### src/design/rsc_pkg.sv
// Constants, types and register map of the reset source controller.
//////////////////////////////////////////////////////////////////////
// How it works
// - A master clear input held low produces a system reset together with the rest of the board.
// - The master clear input is glitch filtered, so only low pulses longer than the minimum width reset.
// - A master clear reset sets the external reset flag at bit 7 of the reset control register.
// - The software reset instruction asserts system reset without touching the clock source.
// - After a software reset, system reset is released on the following cycle so fetching restarts.
// - A software reset sets the software reset flag at bit 6 of the reset control register.
// - A watchdog time-out while running asserts system reset at once, with the clock left alone.
// - A watchdog time-out in Sleep or Idle only wakes the processor and never resets it.
// - A watchdog reset sets the watchdog time-out flag at bit 4 of the reset control register.
//////////////////////////////////////////////////////////////////////
package rsc_pkg;

  // Register bus shape
  localparam int REG_ADDR_W = 4;
  localparam int REG_DATA_W = 16;

  // Register offsets
  localparam logic [REG_ADDR_W-1:0] OFS_RESET_CONTROL = 4'h0;
  localparam logic [REG_ADDR_W-1:0] OFS_EVENT_STATUS = 4'h2;
  localparam logic [REG_ADDR_W-1:0] OFS_EVENT_MASK = 4'h4;

  // Reset control register fields
  localparam int EXTERNAL_RESET_BIT = 7;
  localparam int SOFTWARE_RESET_BIT = 6;
  localparam int WATCHDOG_TIMEOUT_BIT = 4;
  localparam logic [REG_DATA_W-1:0] RESET_CONTROL_RESET = 16'h0000;

  // Event status and mask fields
  localparam int EVENT_W = 4;
  localparam int EV_EXTERNAL = 0;
  localparam int EV_SOFTWARE = 1;
  localparam int EV_WATCHDOG = 2;
  localparam int EV_WAKE = 3;
  localparam logic [EVENT_W-1:0] EVENT_RESET = 4'h0;

  // Timing
  localparam int CLK_PERIOD_PS = 25000;
  localparam int MASTER_CLEAR_INPUT_MIN_WIDTH_NS = 2000;
  localparam int MASTER_CLEAR_INPUT_MIN_CYCLES = (MASTER_CLEAR_INPUT_MIN_WIDTH_NS * 1000 + CLK_PERIOD_PS - 1) / CLK_PERIOD_PS;

  // Reset sequencer states
  typedef enum logic [3:0] {
    ST_RUN = 4'b0001,
    ST_EXT = 4'b0010,
    ST_SW = 4'b0100,
    ST_WDT = 4'b1000
  } rsc_state_e;

endpackage

### src/design/rsc_sync.sv
// Three-stage input synchroniser with agreement on the last two stages.
`timescale 1ns/1ps
module rsc_sync
  import rsc_pkg::*;
#(
  parameter logic RESET_LEVEL = 1'b1
) (
  // Clock and reset
  input wire logic ref_clk,
  input wire logic rst,
  // Asynchronous input and clean level
  input wire logic asyncIn,
  output logic syncOut
);

  logic stage1Q;
  logic stage2Q;
  logic stage3Q;

  // Shift chain; stage one feeds only stage two
  always_ff @(posedge ref_clk) begin
    if (rst) begin
      stage1Q <= RESET_LEVEL;
      stage2Q <= RESET_LEVEL;
      stage3Q <= RESET_LEVEL;
    end else begin
      stage1Q <= asyncIn;
      stage2Q <= stage1Q;
      stage3Q <= stage2Q;
    end
  end

  // A change counts only once two settled stages agree
  always_ff @(posedge ref_clk) begin
    if (rst) begin
      syncOut <= RESET_LEVEL;
    end else if (stage2Q == stage3Q) begin
      syncOut <= stage3Q;
    end
  end

endmodule

### src/design/rsc_glitch_filter.sv
// Minimum low-width filter for the synchronised master clear level.
`timescale 1ns/1ps
module rsc_glitch_filter
  import rsc_pkg::*;
#(
  parameter int MIN_CYCLES = MASTER_CLEAR_INPUT_MIN_CYCLES,
  parameter int CNT_W = $clog2(MIN_CYCLES + 2)
) (
  // Clock and reset
  input wire logic ref_clk,
  input wire logic rst,
  // Filter path
  input wire logic levelInN,
  output logic lowAccepted
);

  localparam logic [CNT_W-1:0] CNT_LIMIT = CNT_W'(MIN_CYCLES);

  logic [CNT_W-1:0] lowCntQ;

  // Count low cycles; any high sample restarts the count
  always_ff @(posedge ref_clk) begin
    if (rst || levelInN) begin
      lowCntQ <= '0;
    end else if (lowCntQ <= CNT_LIMIT) begin
      lowCntQ <= lowCntQ + CNT_W'(1);
    end
  end

  // Strictly longer than the minimum is accepted, release is immediate
  always_ff @(posedge ref_clk) begin
    if (rst || levelInN) begin
      lowAccepted <= 1'b0;
    end else if (lowCntQ >= CNT_LIMIT) begin
      lowAccepted <= 1'b1;
    end
  end

endmodule

### src/design/rsc_reset_source_control.sv
// Reset source sequencer with cause flags, event status and register port.
//
// The address map and the address-and-strobe port were chosen for this implementation.
`timescale 1ns/1ps
module rsc_reset_source_control
  import rsc_pkg::*;
#(
  parameter int MIN_CYCLES = MASTER_CLEAR_INPUT_MIN_CYCLES
) (
  // Clock and reset
  input wire logic ref_clk,
  input wire logic rst,
  // Register port
  input wire logic [REG_ADDR_W-1:0] regAddr,
  input wire logic [REG_DATA_W-1:0] regWrData,
  input wire logic regWr,
  input wire logic regRd,
  output logic [REG_DATA_W-1:0] regRdData,
  // External pin
  input wire logic masterClearInputN,
  // Core side sources
  input wire logic resetInstruction,
  input wire logic watchdogTimeout,
  input wire logic cpuSleep,
  input wire logic cpuIdle,
  // Results
  output logic systemResetSignal,
  output logic wakeRequest,
  output logic irq
);

  //////////////////////////////////////////////////////////////////////
  // Declarations

  logic masterClearSyncN;
  logic extResetReq;
  logic lowPower;
  logic wdtResetReq;
  logic wdtWakeReq;
  logic stRun;
  logic extEnter;
  logic swEnter;
  logic wdtEnter;
  logic rconWrite;
  logic statusRead;
  logic maskWrite;
  logic [EVENT_W-1:0] eventSet;
  rsc_state_e stateQ;
  rsc_state_e stateD;
  logic [REG_DATA_W-1:0] rconQ;
  logic [REG_DATA_W-1:0] rconSetMask;
  logic [EVENT_W-1:0] statusQ;
  logic [EVENT_W-1:0] maskQ;

  // Address match used by every register access
  function automatic logic hit(input logic [REG_ADDR_W-1:0] a, input logic [REG_ADDR_W-1:0] ofs);
    hit = (a == ofs);
  endfunction

  // Event field widened into register lane
  function automatic logic [REG_DATA_W-1:0] widen(input logic [EVENT_W-1:0] v);
    widen = {{(REG_DATA_W - EVENT_W){1'b0}}, v};
  endfunction

  //////////////////////////////////////////////////////////////////////
  // Master clear conditioning

  // Pin is asynchronous, so it passes three stages first
  rsc_sync #(
    .RESET_LEVEL(1'b1)
  ) uMclrSync (
    .ref_clk(ref_clk),
    .rst(rst),
    .asyncIn(masterClearInputN),
    .syncOut(masterClearSyncN)
  );

  // Short low pulses never reach the sequencer
  rsc_glitch_filter #(
    .MIN_CYCLES(MIN_CYCLES)
  ) uMclrFilter (
    .ref_clk(ref_clk),
    .rst(rst),
    .levelInN(masterClearSyncN),
    .lowAccepted(extResetReq)
  );

  //////////////////////////////////////////////////////////////////////
  // Source qualification

  // Watchdog splits on power mode: reset when running, wake when asleep
  assign lowPower = cpuSleep | cpuIdle;
  assign wdtResetReq = watchdogTimeout & ~lowPower;
  assign wdtWakeReq = watchdogTimeout & lowPower;
  assign wakeRequest = wdtWakeReq;

  // Entry conditions, external first, then instruction, then watchdog
  assign stRun = (stateQ == ST_RUN);
  assign extEnter = stRun & extResetReq;
  assign swEnter = stRun & ~extResetReq & resetInstruction;
  assign wdtEnter = stRun & ~extResetReq & ~resetInstruction & wdtResetReq;

  //////////////////////////////////////////////////////////////////////
  // Sequencer

  // Next state; a valid master clear overrides any short reset state
  always_comb begin
    stateD = stateQ;
    case (stateQ)
      ST_RUN: begin
        if (extEnter) begin
          stateD = ST_EXT;
        end else if (swEnter) begin
          stateD = ST_SW;
        end else if (wdtEnter) begin
          stateD = ST_WDT;
        end
      end
      ST_EXT: begin
        if (!extResetReq) begin
          stateD = ST_RUN;
        end
      end
      ST_SW: begin
        stateD = extResetReq ? ST_EXT : ST_RUN;
      end
      ST_WDT: begin
        stateD = extResetReq ? ST_EXT : ST_RUN;
      end
      default: begin
        stateD = ST_RUN;
      end
    endcase
  end

  // State register; no clock control lives here, so the source is kept
  always_ff @(posedge ref_clk) begin
    if (rst) begin
      stateQ <= ST_RUN;
    end else begin
      stateQ <= stateD;
    end
  end

  // Watchdog path is combinational so the reset does not wait for an edge
  assign systemResetSignal = ~stRun | wdtResetReq;

  //////////////////////////////////////////////////////////////////////
  // Reset control register

  assign rconWrite = regWr & hit(regAddr, OFS_RESET_CONTROL);

  // Cause bits set on the cycle the reset is entered
  always_comb begin
    rconSetMask = '0;
    rconSetMask[EXTERNAL_RESET_BIT] = extEnter;
    rconSetMask[SOFTWARE_RESET_BIT] = swEnter;
    rconSetMask[WATCHDOG_TIMEOUT_BIT] = wdtEnter;
  end

  // Flags ignore system reset; a write of zero clears, a set wins
  always_ff @(posedge ref_clk) begin
    if (rst) begin
      rconQ <= RESET_CONTROL_RESET;
    end else if (rconWrite) begin
      rconQ <= (rconQ & regWrData) | rconSetMask;
    end else begin
      rconQ <= rconQ | rconSetMask;
    end
  end

  //////////////////////////////////////////////////////////////////////
  // Event status, mask and interrupt

  assign statusRead = regRd & hit(regAddr, OFS_EVENT_STATUS);
  assign maskWrite = regWr & hit(regAddr, OFS_EVENT_MASK);

  // Event vector
  always_comb begin
    eventSet = '0;
    eventSet[EV_EXTERNAL] = extEnter;
    eventSet[EV_SOFTWARE] = swEnter;
    eventSet[EV_WATCHDOG] = wdtEnter;
    eventSet[EV_WAKE] = wdtWakeReq;
  end

  // Sticky status, read clears, a same-cycle event survives the read
  always_ff @(posedge ref_clk) begin
    if (rst) begin
      statusQ <= EVENT_RESET;
    end else if (statusRead) begin
      statusQ <= eventSet;
    end else begin
      statusQ <= statusQ | eventSet;
    end
  end

  // Mask register
  always_ff @(posedge ref_clk) begin
    if (rst) begin
      maskQ <= EVENT_RESET;
    end else if (maskWrite) begin
      maskQ <= regWrData[EVENT_W-1:0];
    end
  end

  // Level interrupt from registered state only
  assign irq = |(statusQ & maskQ);

  //////////////////////////////////////////////////////////////////////
  // Read port

  // Data stand for one cycle after the strobe; unmapped reads give zero
  always_ff @(posedge ref_clk) begin
    if (rst) begin
      regRdData <= '0;
    end else if (!regRd) begin
      regRdData <= '0;
    end else if (hit(regAddr, OFS_RESET_CONTROL)) begin
      regRdData <= rconQ;
    end else if (hit(regAddr, OFS_EVENT_STATUS)) begin
      regRdData <= widen(statusQ);
    end else if (hit(regAddr, OFS_EVENT_MASK)) begin
      regRdData <= widen(maskQ);
    end else begin
      regRdData <= '0;
    end
  end

  // Helper: length of the current low run on the clean pin level
  logic [15:0] lowRunQ;
  always_ff @(posedge ref_clk) begin
    if (rst || masterClearSyncN) begin
      lowRunQ <= '0;
    end else if (lowRunQ != 16'hffff) begin
      lowRunQ <= lowRunQ + 16'h0001;
    end
  end
endmodule

### config.mk
export PLATFORM = sky130hd
export DESIGN_NAME = rsc_reset_source_control
export DESIGN_NICKNAME = d
export VERILOG_FILES = /design/src/design/rsc_pkg.sv /design/src/design/rsc_sync.sv /design/src/design/rsc_glitch_filter.sv /design/src/design/rsc_reset_source_control.sv
export SDC_FILE = /design/constraint.sdc
export NUM_CORES = 1
export LEC_CHECK = 0
export BUFFER_PORTS_ARGS = -buffer_cell sky130_fd_sc_hd__buf_4
export CORE_MARGIN = 3
export CORE_UTILIZATION = 52
export DETAILED_ROUTE_END_ITERATION = 10
export PLACE_DENSITY = 0.75
export SYNTH_ARGS = -nofsm -noshare
export SYNTH_HDL_FRONTEND = slang
export SYNTH_SLANG_ARGS = --single-unit
### constraint.sdc
create_clock -name ref_clk -period 2.1 [get_ports ref_clk]
set_input_delay 0.315 -clock ref_clk [delete_from_list [all_inputs] [get_ports ref_clk]]
set_output_delay 0.315 -clock ref_clk [all_outputs]
set_load 0.1 [all_outputs]
After elaboration in Yosys (flattened, before gate mapping)
Index checks and enable logic that the tools add are counted.
- output and inout bits: 19
- input port bits: 29
- register bits after elaboration: 56
- logic and storage cells: 62
- reductions and logical operators: 6
- eq/ne operators: 9
- order comparisons: 2
- bitwise gates (word level): 22
- add/subtract/negate cells: 1
- mux-type cells: 11
- operators with widths (operator ; number):
    $mux 16 ; 2
    $or 16x8->16 ; 2
    $mux 4 ; 7
    $and 16x16->16 ; 1
    $pmux 4 s3 ; 1
    $and 1x1->1 ; 10
    $eq 4x2->1 const B ; 2
    $eq 4x3->1 const B ; 2
    $add 7x1->7 const B ; 1
    $ge 7x7->1 const B ; 1
    $le 7x7->1 const B ; 1
    $not 1->1 ; 5
    $and 4x4->4 ; 1
    $eq 4x1->1 const B ; 1
    $eq 4x4->1 const B ; 1
    $logic_not 4->1 ; 1
    $ne 4x1->1 const B ; 1
    $or 4x4->4 ; 1
    $reduce_or 2->1 ; 2
    $reduce_or 4->1 ; 1
    $mux 2 ; 1
    $ne 2x2->1 const B ; 1
    $or 1x1->1 ; 2
    $reduce_and 2->1 ; 1
    2 further kinds ; 2

Longest topological paths before layout
- word-level depth: 8
- gate-level depth with buffers: 5
- mapped depth without buffers: 5

Hierarchy
Synthesis repeated with hierarchy kept, for this count alone.
- cells, all modules: 218
- area total of the unflattened synthesis: 2177.1 sq um
- modules (own cells, without submodules) (module ; instances ; cells an instance ; area each (sq um) ; sequential area each (sq um)):
    rsc_reset_source_control ; 1 ; 161 ; 1642.8 ; 880.8
    rsc_glitch_filter ; 1 ; 47 ; 419.2 ; 160.2
    rsc_sync ; 1 ; 10 ; 115.1 ; 80.1

Worst setup path before layout
OpenSTA, ideal clock, no wires.
- path type: input port to output port
- start: input cpuIdle
- end: output systemResetSignal
- data arrival time: 1.452 ns
- data required time: 1.785 ns
- stages on the path: 2
- setup slack: 0.333 ns
- cell sequence: or3b_2 > nand2_1
- longest elaborated chain between the ends: 4
- RTL lines (element ; line ; source):
    start, declared ; rsc_reset_source_control.sv:25 ; input wire logic cpuIdle,
    $or 1x1->1 ; rsc_reset_source_control.sv:92 ; assign lowPower = cpuSleep | cpuIdle;
    $not 1->1 ; rsc_reset_source_control.sv:93 ; assign wdtResetReq = watchdogTimeout & ~lowPower;
    $and 1x1->1 ; rsc_reset_source_control.sv:93 ;
    $or 1x1->1 ; rsc_reset_source_control.sv:146 ; assign systemResetSignal = ~stRun | wdtResetReq;
    end, declared ; rsc_reset_source_control.sv:27 ; output logic systemResetSignal,
Every way passes these cells.

Final worst setup path
- start: register stateQ[0]
- end: output systemResetSignal
- longest elaborated chain between the ends: 3
- RTL lines (element ; line ; source):
    start, declared ; rsc_reset_source_control.sv:48 ; rsc_state_e stateQ;
    start signal, assigned ; rsc_reset_source_control.sv:141 ; stateQ <= stateD;
    $eq 4x1->1 ; rsc_reset_source_control.sv:98 ; assign stRun = (stateQ == ST_RUN);
    $not 1->1 ; rsc_reset_source_control.sv:146 ;
    $or 1x1->1 ; rsc_reset_source_control.sv:146 ;
Every way passes these cells.

==> impl_metrics.env <==
export IMPL_status="completed"
export IMPL_place_gp_congestion=0.898
export IMPL_remaining_drc_errors=0
export IMPL_dpl_hpwl_um=3310
export IMPL_io_pins=48
export IMPL_ir_worst_vdd_v=0.000509
export IMPL_cts_resized_gates=0
export IMPL_avgViaCountPerCell=5.51
export IMPL_fmax_ghz=0.569
export IMPL_grt_pass1_vias=1576
export IMPL_rsz0062_at_grt="no"
export IMPL_core_area_um2=3800
export IMPL_power_density_nw_per_um2=711
export IMPL_die_x_um=69.7
export IMPL_clock_latency_ps=310
export IMPL_slew_violations=0
export IMPL_clock_sinks=56
export IMPL_overflow=0
export IMPL_min_path_type="primary input to register"
export IMPL_nFillCells=303
export IMPL_drt_iter0_drc=108
export IMPL_yosysUniqueCellTypes=41
export IMPL_grt_max_degree=25
export IMPL_setup_tns_ps=0
export IMPL_start_kind="register"
export IMPL_drive_gt1_frac=0.252
export IMPL_postRouteAntennaNets=0
export IMPL_antenna_found_initial=0
export IMPL_clockBufferDepth=2
export IMPL_syn_area_um2=2110
export IMPL_final_min_clock_period_ps=1760
export IMPL_layout_cells_non_filler=310
export IMPL_postSynthAreaPerCell_um2=9.86
export IMPL_clock_root_buffer="clkbuf_8"
export IMPL_finalClockSkew_ps=4.14
export IMPL_cellLeakagePower_nw=1.14
export IMPL_cts_made_buffers=5
export IMPL_async_reset_ff_frac=0
export IMPL_vias=1707
export IMPL_crit_required_ps=1780
export IMPL_worst_endpoint_arrival_ps=1440
export IMPL_slew_limit_headroom=0.504
export IMPL_wirelength_um=4470
export IMPL_h_tree_depth=2
export IMPL_final_hold_viol_count=0
export IMPL_fin_crit_sh=0.837
export IMPL_endpoint_kind="primary output"
export IMPL_dr_pass1_iters=4
export IMPL_syn_to_final_growth_pct=22.5
export IMPL_cts_setup_buffers=0
export IMPL_final_common_cell="dfxtp_1"
export IMPL_worst_slew_pin_slew_ps=733
export IMPL_drv_cap=0
export IMPL_synth_seq_area_share=0.531
export IMPL_die_y_um=69.7
export IMPL_finalSetupViolCount=0
export IMPL_place_inst=302
export IMPL_cts_tree="built"
export IMPL_start_util=0.556
export IMPL_nNetsFinal=292
export IMPL_multi_input_area_um2=913
export IMPL_port_buffers=47
export IMPL_antenna_cells=0
export IMPL_ys_seq_elements=56
export IMPL_synth_edf_count=0
export IMPL_clk_pin_slew_ps=100
export IMPL_ys_warn_count=0
export IMPL_most_common_layout_cells="dfxtp_1 (56), buf_4 (49), a21oi_1 (16)"
export IMPL_seqCellArea_um2=1120
export IMPL_synth_cells=214
export IMPL_grt_pass1_wl_um=7180
export IMPL_critPathKind="register to primary output"
export IMPL_die_area_um2=4860
export IMPL_num_rows=22
export IMPL_wl_per_cell_um=14.4
export IMPL_hold_buffers=0
export IMPL_synth_ff_type="dfxtp_1"
export IMPL_cp_max_fo=5
export IMPL_syn_nets=245
export IMPL_track_usage=0.184
kinds of logic (layout without fill, tap and decap cells):
| logic type | count (synthesis) | in the layout | share of synthesized area |
|---|---|---|---|
| muxes | 4 | 4 | 0.0190 |
| and+or+nand+nor | 75 | 75 | 0.205 |
| xor gates and xnor gates | 1 | 1 | 0.00415 |
| adders and majority gates | 2 | 2 | 0.0119 |
| DFF | 56 | 56 | 0.531 |
| AOI/OAI and AO/OA | 58 | 58 | 0.193 |
| buffers and inverters | 18 | 66 | 0.0362 |
flip-flops by register name, summed over array words and instances (netlist names):
signal / flops
rconQ: 16
uMclrSync.stage3Q: 1
stateQ: 4
uMclrSync.stage1Q: 1
uMclrSync.stage2Q: 1
uMclrFilter.lowAccepted: 1
uMclrFilter.lowCntQ: 7
regRdData: 16
uMclrSync.syncOut: 1
maskQ: 4
statusQ: 4
metal layers:
metal	GRT usage	share of wire	up-vias
met3	0.0536	0.058	4
met5	0	0	-
met2	0.299	0.48	44
met4	0.0574	0.010	0
met1	0.235	0.45	791
li1	-	-	868
stage by stage:
stage	hold slack (ps)	worst slack, ps	total power [W]	instance area [um^2]	utilization
after floorplan	389	333	0.00121	2110	-
after global placement	393	385	0.00129	2500	0.657
final	198	343	0.00184	2590	0.681
after detailed placement	395	342	0.00129	2500	0.657
after CTS	196	317	0.00186	2590	0.681
after global routing	193	174	0.00192	2590	0.681
critical path: stages (launching register included):
cell,delay [ps]
dfxtp_1,420
nor4b_2,380
nand2_1,100
buf_4,240
power by group:
part,switching (W),internal (W)
sequential,0.0000120,0.00108
clock,0.000340,0.000237
combinational,0.000104,0.0000685
total,0.000456,0.00138
synth_stat cells (2+ instances only):
library cell / instances / area [um^2]
nor3_1: 3 / 15.0
a2111oi_0: 4 / 35.0
nor3b_1: 2 / 15.0
nand2b_1: 2 / 12.5
nor2b_1: 2 / 12.5
clkbuf_1: 7 / 26.3
dfxtp_1: 56 / 1120
nand3_1: 7 / 35.0
or3_1: 4 / 25.0
mux2i_1: 4 / 40.0
inv_1: 9 / 33.8
o41ai_1: 4 / 35.0
o211a_1: 13 / 130
ha_1: 2 / 25.0
a31oi_1: 2 / 12.5
nand2_1: 10 / 37.5
nor2_1: 15 / 56.3
a22oi_1: 2 / 15.0
a21oi_1: 16 / 80.1
nand4_1: 2 / 12.5
or2_2: 4 / 25.0
and2_1: 12 / 75.1
o21ai_0: 13 / 65.1
or4b_2: 2 / 20.0
layout make-up:
class | instances | area share
clock inverters | 3 | 0.00822
well taps | 48 | 0.0232
clock buffers | 5 | 0.0266
repair buffers | 49 | 0.142
multi-input cells | 140 | 0.353
inverters | 9 | 0.0131
flip-flops and latches | 56 | 0.433
worst paths after layout:
path | from | endpoint | slack, ps | cells past startpoint
worst max register to register | uMclrFilter.lowCntQ[0] | uMclrFilter.lowCntQ[5] | 430 | 5
worst min register to register | uMclrSync.stage1Q | uMclrSync.stage2Q | 420 | 1
worst max-delay path | stateQ[0] | systemResetSignal | 340 | 3
worst min-delay path | masterClearInputN | uMclrSync.stage1Q | 200 | 2
Power figures use the tool's default switching activity.
